### src/hdl/aise_consts.vh
/*
 * Register offsets, field positions and reset values for the added
 * interrupt status and enable block.
 * Assumes inclusion by bare name from the design file.
 */
`ifndef AISE_CONSTS_VH
`define AISE_CONSTS_VH

// ----------------------------------------
// Register byte offsets
// ----------------------------------------
`define AISE_OFF_PRI_STATUS   12'h028
`define AISE_OFF_ADD_STATUS   12'h080
`define AISE_OFF_ADD_ENABLE   12'h084
`define AISE_OFF_PRI_ENABLE   12'h038

// ----------------------------------------
// Field positions
// ----------------------------------------
`define AISE_TX_EARLY_BIT     31
`define AISE_RX_EARLY_BIT     30
`define AISE_XCVR_BIT         29
`define AISE_TX_DEFER_BIT     28
`define AISE_ADD_ABN_SRC_BIT  27
`define AISE_PAUSE_BIT        26
`define AISE_TXS_HI           22
`define AISE_TXS_LO           20
`define AISE_RXS_HI           19
`define AISE_RXS_LO           17
`define AISE_ANS_BIT          16
`define AISE_AAS_BIT          15
`define AISE_LOW_W            15
`define AISE_PRI_NIS_BIT      16
`define AISE_PRI_AIS_BIT      15

// ----------------------------------------
// Reset values and writable masks
// ----------------------------------------
`define AISE_ANS_RST          1'b0
`define AISE_AAS_RST          1'b1
`define AISE_EN_MASK          32'hf401_8000
`define AISE_LOW_RST          15'h0000

`endif

### src/hdl/aise_top.v
/*
 * Added interrupt status and enable registers for an Ethernet controller,
 * behind an APB slave. Also holds the shared low status and enable bits.
 * Assumes event inputs are one-cycle pulses synchronous to pclk and the
 * process state codes come from the DMA engines on pclk.
 * Limitation: bits 14 to 0 of the added enable register are not shared here and read zero.
 * The process state codes are shown live at the read, not latched.
 */
// Chosen here: the APB register port.
`timescale 1ns/100ps
`include "aise_consts.vh"

module aise_top
(
    // APB slave
    input  wire        pclk,
    input  wire        presetn,
    input  wire        pce,
    input  wire        psel,
    input  wire        penable,
    input  wire        pwrite,
    input  wire [11:0] paddr,
    input  wire [31:0] pwdata,
    output reg  [31:0] prdata,
    output reg         pready,
    output reg         pslverr,
    // Process state codes
    input  wire [2:0]  tx_process_state,
    input  wire [2:0]  rx_process_state,
    // Source events, one-cycle pulses, and the PAUSE function switch level
    input  wire        tx_early_evt,
    input  wire        rx_early_evt,
    input  wire        xcvr_evt,
    input  wire        tx_deferred_evt,
    input  wire        pause_frame_evt,
    input  wire        pause_fn_on,
    input  wire [14:0] pri_low_evt,
    // Summary contributions; only the normal one shows in the primary status register, at bit 16
    output reg         pri_normal_add_q,
    output reg         pri_abnormal_add_q
);

// ----------------------------------------
// State
// ----------------------------------------
reg  [31:0] add_en_q;
reg  [14:0] pri_low_en_q;
reg  [14:0] low_status_q;
reg         tx_early_st_q;
reg         rx_early_st_q;
reg         xcvr_st_q;
reg         tx_defer_st_q;
reg         pause_st_q;
reg         ans_q;
reg         aas_q;

// Request taken while the access phase waits; a write lands at the completing edge
wire        acc   = pce & psel & penable & ~pready;
wire        done  = pce & psel & penable & pready;
wire        wr    = done & pwrite;
wire        sel_as = (paddr == `AISE_OFF_ADD_STATUS);
wire        sel_ae = (paddr == `AISE_OFF_ADD_ENABLE);
wire        sel_ps = (paddr == `AISE_OFF_PRI_STATUS);
wire        sel_pe = (paddr == `AISE_OFF_PRI_ENABLE);
wire        hit   = sel_as | sel_ae | sel_ps | sel_pe;
wire [31:0] w1c   = (wr & (sel_as | sel_ps)) ? pwdata : 32'h0000_0000;

// Set beats clear: a bit goes low only if no event arrives that cycle
function w1c_flag;
    input cur;
    input set;
    input clr;
    begin
        w1c_flag = set | (cur & ~clr);
    end
endfunction

// ----------------------------------------
// Event gating
// ----------------------------------------
wire set_te = tx_early_evt & add_en_q[`AISE_TX_EARLY_BIT];
wire set_re = rx_early_evt & add_en_q[`AISE_RX_EARLY_BIT];
wire set_x  = xcvr_evt & add_en_q[`AISE_XCVR_BIT];
wire set_td = tx_deferred_evt & add_en_q[`AISE_TX_DEFER_BIT];
wire set_pf = pause_frame_evt & pause_fn_on & add_en_q[`AISE_PAUSE_BIT];
wire any_n  = set_te | set_re;
wire any_a  = set_x | set_td | set_pf;

// ----------------------------------------
// Read mux
// ----------------------------------------
reg [31:0] rd_d;
always @*
begin
    rd_d = 32'h0000_0000;
    if (sel_as | sel_ps)
    begin
        rd_d[`AISE_TX_EARLY_BIT] = tx_early_st_q;
        rd_d[`AISE_RX_EARLY_BIT] = rx_early_st_q;
        rd_d[`AISE_XCVR_BIT]     = xcvr_st_q;
        rd_d[`AISE_TX_DEFER_BIT] = tx_defer_st_q;
        rd_d[`AISE_PAUSE_BIT]    = pause_st_q;
        rd_d[`AISE_LOW_W-1:0]    = low_status_q;
    end
    if (sel_as)
    begin
        rd_d[`AISE_TXS_HI:`AISE_TXS_LO] = tx_process_state;
        rd_d[`AISE_RXS_HI:`AISE_RXS_LO] = rx_process_state;
        rd_d[`AISE_ANS_BIT]  = ans_q;
        rd_d[`AISE_AAS_BIT]  = aas_q;
    end
    if (sel_ps)
    begin
        rd_d[`AISE_PRI_NIS_BIT] = pri_normal_add_q;
    end
    if (sel_ae)
        rd_d = add_en_q;
    if (sel_pe)
        rd_d[`AISE_LOW_W-1:0] = pri_low_en_q;
end

// ----------------------------------------
// Next values
// ----------------------------------------
// Clears only come from a completed write; an event in the same cycle wins
wire        clr_as = wr & sel_as;
// Next-state values, one per stored flag
reg  [14:0] low_d;
reg         te_d;
reg         re_d;
reg         x_d;
reg         td_d;
reg         pf_d;
reg         ans_d;
reg         aas_d;
reg         pn_d;
reg         pa_d;
integer     i;

always @*
begin
    te_d  = w1c_flag(tx_early_st_q, set_te, w1c[`AISE_TX_EARLY_BIT]);
    re_d  = w1c_flag(rx_early_st_q, set_re, w1c[`AISE_RX_EARLY_BIT]);
    x_d   = w1c_flag(xcvr_st_q, set_x, w1c[`AISE_XCVR_BIT]);
    td_d  = w1c_flag(tx_defer_st_q, set_td, w1c[`AISE_TX_DEFER_BIT]);
    pf_d  = w1c_flag(pause_st_q, set_pf, w1c[`AISE_PAUSE_BIT]);
    // Same storage via either address
    low_d = low_status_q;
    for (i = 0; i < `AISE_LOW_W; i = i + 1)
    begin
        low_d[i] = w1c_flag(low_status_q[i], pri_low_evt[i], w1c[i]);
    end
    // Summary bits clear only through the added status address
    ans_d = w1c_flag(ans_q, any_n, clr_as & pwdata[`AISE_ANS_BIT]);
    aas_d = w1c_flag(aas_q, any_a, clr_as & pwdata[`AISE_AAS_BIT]);
    // Summary enables share bits 16 and 15 of the enable register
    pn_d  = add_en_q[`AISE_ANS_BIT] & (tx_early_st_q | rx_early_st_q);
    pa_d  = add_en_q[`AISE_AAS_BIT] & (xcvr_st_q | tx_defer_st_q | pause_st_q);
end

// ----------------------------------------
// Bus response
// ----------------------------------------
// One wait state: answer in the cycle after the access phase opens
always @(posedge pclk or negedge presetn)
begin
    if (!presetn)
    begin
        prdata  <= 32'h0000_0000;
        pready  <= 1'b0;
        pslverr <= 1'b0;
    end
    else if (pce)
    begin
        // Refused only outside the map; write answers carry zero data
        pready  <= acc;
        pslverr <= acc & ~hit;
        if (acc)
        begin
            prdata <= pwrite ? 32'h0000_0000 : rd_d;
        end
    end
end

// ----------------------------------------
// Enable registers
// ----------------------------------------
// Reserved positions are masked on the way in, so they always read back zero
always @(posedge pclk or negedge presetn)
begin
    if (!presetn)
    begin
        add_en_q     <= 32'h0000_0000;
        pri_low_en_q <= `AISE_LOW_RST;
    end
    else if (pce)
    begin
        if (wr & sel_ae)
        begin
            add_en_q <= pwdata & `AISE_EN_MASK;
        end
        if (wr & sel_pe)
        begin
            pri_low_en_q <= pwdata[`AISE_LOW_W-1:0];
        end
    end
end

// ----------------------------------------
// Event status flags
// ----------------------------------------
// A flag stays set even if its enable is dropped afterwards
// The PAUSE flag also needs the PAUSE function switched on
always @(posedge pclk or negedge presetn)
begin
    if (!presetn)
    begin
        tx_early_st_q <= 1'b0;
        rx_early_st_q <= 1'b0;
        xcvr_st_q     <= 1'b0;
        tx_defer_st_q <= 1'b0;
        pause_st_q    <= 1'b0;
    end
    else if (pce)
    begin
        tx_early_st_q <= te_d;
        rx_early_st_q <= re_d;
        xcvr_st_q     <= x_d;
        tx_defer_st_q <= td_d;
        pause_st_q    <= pf_d;
    end
end

// ----------------------------------------
// Shared low status
// ----------------------------------------
// Either address clears these bits, so software may use whichever it already reads
always @(posedge pclk or negedge presetn)
begin
    if (!presetn)
    begin
        low_status_q <= `AISE_LOW_RST;
    end
    else if (pce)
    begin
        low_status_q <= low_d;
    end
end

// ----------------------------------------
// Summary flags
// ----------------------------------------
// Abnormal summary comes out of reset set, so software clears it once at start-up
always @(posedge pclk or negedge presetn)
begin
    if (!presetn)
    begin
        ans_q <= `AISE_ANS_RST;
        aas_q <= `AISE_AAS_RST;
    end
    else if (pce)
    begin
        ans_q <= ans_d;
        aas_q <= aas_d;
    end
end

// ----------------------------------------
// Primary summary contributions
// ----------------------------------------
// Registered so the outputs come from flops; this costs one cycle of lag
// A low pce freezes these too, like every other flop
always @(posedge pclk or negedge presetn)
begin
    if (!presetn)
    begin
        pri_normal_add_q   <= 1'b0;
        pri_abnormal_add_q <= 1'b0;
    end
    else if (pce)
    begin
        pri_normal_add_q   <= pn_d;
        pri_abnormal_add_q <= pa_d;
    end
end

endmodule

### config.mk
export PLATFORM = sky130hd
export DESIGN_NAME = aise_top
export DESIGN_NICKNAME = d
export VERILOG_FILES = /design/src/hdl/aise_top.v
export VERILOG_INCLUDE_DIRS = /design/src /design/src/hdl
export SDC_FILE = /design/constraint.sdc
export NUM_CORES = 1
export LEC_CHECK = 0
export ABC_AREA = 1
export ABC_CLOCK_PERIOD_IN_PS = 3300
export BUFFER_PORTS_ARGS = -buffer_cell sky130_fd_sc_hd__buf_2
export CORE_ASPECT_RATIO = 1.4
export CORE_MARGIN = 1
export CORE_UTILIZATION = 56
export DETAILED_ROUTE_END_ITERATION = 12
export PLACE_DENSITY_LB_ADDON = 0.12
export SYNTH_ARGS = -nofsm -noshare
export SYNTH_HDL_FRONTEND = slang
export SYNTH_SLANG_ARGS = --single-unit
export TNS_END_PERCENT = 30
### constraint.sdc
create_clock -name pclk -period 3.3 [get_ports pclk]
set_clock_uncertainty 0.1 [all_clocks]
set_input_delay 0.495 -clock pclk [delete_from_list [all_inputs] [get_ports pclk]]
set_output_delay 0.495 -clock pclk [all_outputs]
set_load 0.05 [all_outputs]
## Yosys cells after proc, flatten, opt, wreduce, memory -nomap -nowiden

Cells that the tools add are included.

| storage, ports and cells | value |
|---|---|
| bits in read-only memories | 0 |
| bits in writable memories | 0 |
| word-level logic and storage cells | 129 |
| bits in latches | 0 |
| output and inout port bits | 36 |
| bits in registers | 80 |
| input port bits | 77 |
| memories kept | 0 |

| operators by class | value |
|---|---|
| eq/ne operators | 4 |
| divide/modulo/power cells | 0 |
| order comparisons | 0 |
| mux-type cells | 9 |
| $mul | 0 |
| reduce and logical (&&, ||, !) cells | 3 |
| bitwise logic cells | 98 |
| $add $sub $neg | 0 |
| shift-type cells | 0 |

Operators with widths:

| cell | number |
|---|---|
| 2-to-1 mux 32 bit | 3 |
| bitwise AND 1 bit | 42 |
| bitwise OR 1 bit | 32 |
| 2-to-1 mux 15 bit | 2 |
| equality test 12 x 6 -> 1 bit, second input constant | 2 |
| equality test 12 x 8 -> 1 bit, second input constant | 2 |
| NOT 1 bit | 24 |
| 2-to-1 mux 8 bit | 1 |
| AND reduction 2 bit | 3 |
| 2-to-1 mux 4 bit | 1 |
| 2-to-1 mux 1 bit | 2 |

## Logic depth before layout (Yosys ltp)

| depth | value |
|---|---|
| word-level depth | 9 |
| depth in mapped cells | 10 |
| gate-level depth less buffers | 9 |

## Worst setup path before layout

OpenSTA, ideal clock, no wires.

| timing | value |
|---|---|
| path type | register to register |
| start | register pready |
| end | register pri_low_en_q[0] |
| path slack | 1.633 ns |
| library setup time | 0.126 ns |
| required time | 3.074 ns |
| arrival | 1.441 ns |
| cell stages (with the launch flop) | 7 |
| period minus slack after synthesis | 1.667 ns |
| buffers on the path | 1 |
| cell sequence | dfrtp_1 > inv_1 > nor3_4 > nand3_1 > buf_2 > nand2_1 > o21ai_0 |

| on the way | value |
|---|---|
| cells in the longest elaborated chain, start to end | 4 |

RTL lines:

| what | line | text |
|---|---|---|
| start: declaration | aise_top.v:25 | `output reg pready,` |
| start signal: assignment | aise_top.v:170 | `pready <= 1'b0;` |
| start signal: assignment | aise_top.v:176 | `pready <= acc;` |
| bitwise AND 1 bit | aise_top.v:59 | `wire done = pce & psel & penable & pready;` |
| bitwise AND 1 bit | aise_top.v:60 | `wire wr = done & pwrite;` |
| bitwise AND 1 bit | aise_top.v:202 | `if (wr & sel_pe)` |
| AND reduction 2 bit (no line) | - |  |
| end signal: assignment | aise_top.v:194 | `` pri_low_en_q <= `AISE_LOW_RST; `` |
| end signal: assignment | aise_top.v:204 | `` pri_low_en_q <= pwdata[`AISE_LOW_W-1:0]; `` |
| end: declaration | aise_top.v:47 | `reg [14:0] pri_low_en_q;` |

Every way passes these cells.
A chain may end at the register's enable or synchronous reset.

## Worst setup path after layout

| timing | value |
|---|---|
| start | input paddr[9] |
| end | register pri_low_en_q[2] |

| on the way | value |
|---|---|
| cells in the longest elaborated chain, start to end | 3 |

RTL lines:

| what | line | text |
|---|---|---|
| start: declaration | aise_top.v:22 | `input wire [11:0] paddr,` |
| equality test 12 x 6 -> 1 bit (no line) | - |  |
| bitwise AND 1 bit | aise_top.v:202 |  |
| AND reduction 2 bit (no line) | - |  |

Every way passes these cells.

==> reports/summary.log <==
[worst_setup_path] beginning of the worst register-to-register path pready$_DFFE_PN0P_
[synth] most frequent cell after synthesis sky130_fd_sc_hd__nand2_1
[outcome] outcome completed
[sta] Slew Viols, Final 0
[worst_setup_path] Slowest Stage Delay on Critical Path 0.45 ns
[cts] Num CTS Buffers 9
[worst_setup_path] list of cells traversed by the critical path buf_2 -> nor2_1 -> nand2_1 -> nor2_4 -> nand3_1 -> buf_4 -> nand2_1 -> o21ai_0
[power] Leak Pwr 2.61 nW
[drt] Detail Route Antenna Nets 0
[synth] biggest area contributors in the synthesized netlist sky130_fd_sc_hd__dfrtp_1, sky130_fd_sc_hd__nand2_1, sky130_fd_sc_hd__nand3_1
[synth] post-synthesis cell type with the largest combined area sky130_fd_sc_hd__dfrtp_1
[synth] post-synthesis mux area share 0%
[placed_design] routability congestion estimate 0.824
[sta] highest clock rate 0.480 GHz
[floorplanning] floorplan row count 35
[drt] count of unresolved DRC violations after routing 0
[layout] post-route cell area 4550 um2
[worst_setup_path] Worst Reg2Reg Path Length in Cells 8
[global_route] final global-route overflow total 0
[synth] Compound-Gate Fraction of Synth Area 5.57%
[worst_setup_path] CP top delay family simple AND/OR/NAND/NOR gates
[synth] top_reg_cell synth sky130_fd_sc_hd__dfrtp_1
[layout] NumNets Final 679
[sta] fraction of the cycle the final worst path needs 63.1%
[sta] setup repair after global routing missed its margin no
[global_route] All-Layer GR Usage 27.9%
[drt] TritonRoute pass-1 iters 4
[layout] Seq. cell area 1900 um2
[floorplanning] die boundary width 71.8 um
[cts] post-CTS setup buffer count 0
[placed_design] half-perimeter wire length after placement 6400 um
[synth] Commonest cells post-synth sky130_fd_sc_hd__nand2_1, sky130_fd_sc_hd__dfrtp_1, sky130_fd_sc_hd__nand3_1
[synth] Post-Syn Area per Cell 7.50 um2
[synth] post-synthesis cell count 509
[synth] FF+latch count, synth 76
[drt] WL per Instance 13.7 um
[cts] Post-CTS Hold Fix Bufs 0
[floorplanning] Die Footprint 7160 um2
[worst_setup_path] category of the worst setup path launch point input port
[cts] clock latency reported for the late side of the worst-skew pair 0.35 ns
[drt] number of DRC markers after the initial detailed-route iteration 226
[global_route] wire length of the first global-routing pass 15300 um
[worst_setup_path] cell at the slowest stage of the critical path sky130_fd_sc_hd__nand3_1
[worst_setup_path] Worst Path Arrival 2.21 ns
[floorplanning] die height 99.7 um
[drt] overall routed net length 9320 um
[floorplanning] area of the core 6570 um2
[power] total power 0.00190 W
[worst_setup_path] path type of the worst setup path in -> reg
[floorplanning] starting density of the core 58.1%
[cts] CTS max path bufs 2
[cts] root buffer cell sky130_fd_sc_hd__clkbuf_8
[power] peak supply drop 0.305 mV
[cts] CTS sink cnt 76
[synth] asr flop ratio synth 100%
[drt] average vias per placed instance 5.16
[worst_setup_path] CP max FO 20
[synth] sequential element share of the synthesized area 49.9%
[placed_design] cell area after placement 4310 um2
[placed_design] number of buffers added on ports 98
[floorplanning] Top-Level Pins 113
[layout] layout cells sized above 1 21.6%
[sta] post-route minimum period 2.08 ns
[synth] top cell type's share of synthesized area 49.2%
[synth] number of distinct library cells after synthesis 27
[flow_run] max-cap check violation count 0
[layout] layout overhead on the synthesized area 19.1%
[synth] Cell Area, Synth 3820 um2
[worst_setup_path] reg-to-reg setup timing slack 1.55 ns
[cts] TritonCTS clock tree built
[cts] CTS H-Tree Depth 3
[global_route] pin count of the biggest net entering global routing 77
[synth] number of warnings issued by yosys 0
[cts] Resized cells post-CTS 0
[worst_setup_path] number of cells on the critical path 8
[layout] fill cell total of the finished layout 580
[synth] Synth Area in Adders 0%
[sta] final setup fails 0
[layout] area used by multi-input combinational logic 1510 um2
[global_route] via count of the first global-routing pass 3417
[hold_path] class of the worst hold path in -> async
[worst_setup_path] CP dominant cell by count sky130_fd_sc_hd__nand2_1
[synth] combinational family with the most area after synthesis simple AND/OR/NAND/NOR gates
[cts] clock input transition at the sequential cells of the worst setup and hold paths 0.09 ns
[power] power per cell area 419 nW/um2
[sta] final hold violation count 0
[synth] number of flops mapped to enable cells by yosys 0
[sta] Fin Setup TNS 0 ns
[worst_setup_path] Reg-to-Reg End prdata[12]$_DFFE_PN0P_
[worst_setup_path] Worst Path Buf+Inv 2
[worst_setup_path] required time of the critical path 3.43 ns
[drt] total number of vias 3512
[synth] xor and xnor area share after synthesis 0%
[synth] simple-gate portion of the synthesized area 33.7%
[global_route] antenna violations before repair 0
[layout] core utilization of the finished layout 69.2%
[sta] normalized max-slew margin 35.8%
[sta] Worst-Margin Slew 0.963 ns
[worst_setup_path] category of the worst setup path capture point flip-flop
[layout] number of diodes 0
area by class of cell:
type	instances	area share (%)
flip-flops and latches	76	41.9
repair buffers	105	12.0
clock inverters	5	1.84
multi-input cells	342	33.3
inverters	68	5.62
well taps	74	2.04
clock buffers	11	3.33
how the worst max path moves through the flow:
stage                            start                           to  slack [ns]
CTS                           paddr[9]  pri_low_en_q[2]$_DFFE_PN0P_        1.19
finish                        paddr[9]  pri_low_en_q[2]$_DFFE_PN0P_        1.22
floorplan           pready$_DFFE_PN0P_  pri_low_en_q[0]$_DFFE_PN0P_        1.63
global route                 paddr[11]  pri_low_en_q[2]$_DFFE_PN0P_        1.06
global placement             paddr[11]       prdata[10]$_DFFE_PN0P_        0.93
detailed placement            paddr[9]  pri_low_en_q[2]$_DFFE_PN0P_        0.85
worst register-to-register path: stages (launching register included):
cell and delay (ns):
sky130_fd_sc_hd__dfrtp_1 0.38, sky130_fd_sc_hd__inv_1 0.15, sky130_fd_sc_hd__nand4_2 0.12, sky130_fd_sc_hd__nor2_2 0.35, sky130_fd_sc_hd__buf_4 0.32, sky130_fd_sc_hd__nand2_1 0.10, sky130_fd_sc_hd__clkinv_1 0.05, sky130_fd_sc_hd__nand3_1 0.06
sky130_fd_sc_hd__nand2_1 0.07
power by group:
| group | switching, W | internal, W |
|---|---|---|
| clock network | 0.000362 | 0.000468 |
| registers | 0.000000945 | 0.000933 |
| logic | 0.0000955 | 0.0000445 |
flip-flops by register name, indices dropped and copies added (netlist names):
signal / cells
prdata: 28
low_status_q: 15
pri_low_en_q: 15
add_en_q: 7
aas_q: 1
ans_q: 1
pause_st_q: 1
pready: 1
pri_abnormal_add_q: 1
pri_normal_add_q: 1
pslverr: 1
rx_early_st_q: 1
tx_defer_st_q: 1
tx_early_st_q: 1
xcvr_st_q: 1
layer usage:
| layer | vias up | GRT usage [%] | routed length (um) |
|---|---|---|---|
| met1 | 1644 | 33.7 | 3870 |
| met5 | - | 0 | 0 |
| met4 | 0 | 14.0 | 193 |
| li1 | 1755 | - | - |
| met3 | 16 | 2.84 | 403 |
| met2 | 97 | 49.1 | 4860 |
metrics by stage:
step	instances	setup slack (ns)	hold slack, ns
after floorplan	512	1.63	0.0994
after global placement	665	0.927	0.355
after detailed placement	665	0.854	0.359
after CTS	681	1.19	0.220
after global routing	681	1.06	0.241
final	681	1.22	0.186
cell usage in the layout, fill, tap and decap left out, types with 3 or more instances in the layout:
cell type / count
sky130_fd_sc_hd__conb_1: 4
sky130_fd_sc_hd__o21ai_0: 15
sky130_fd_sc_hd__buf_2: 97
sky130_fd_sc_hd__dfrtp_1: 75
sky130_fd_sc_hd__inv_1: 65
sky130_fd_sc_hd__clkbuf_8: 11
sky130_fd_sc_hd__buf_4: 8
sky130_fd_sc_hd__nand2_1: 199
sky130_fd_sc_hd__o21a_1: 4
sky130_fd_sc_hd__o21ai_1: 12
sky130_fd_sc_hd__nor2_1: 16
sky130_fd_sc_hd__clkinv_1: 3
sky130_fd_sc_hd__nand3_1: 72
sky130_fd_sc_hd__a21oi_1: 5
logic make-up after synthesis:
| family | after synthesis |
|---|---|
| AO/OA/AOI/OAI | 39 |
| buffers and inverters | 94 |
| flip-flops | 76 |
| other | 1 |
| AND/OR/NAND/NOR | 299 |
(Power assumes the default switching activity.)
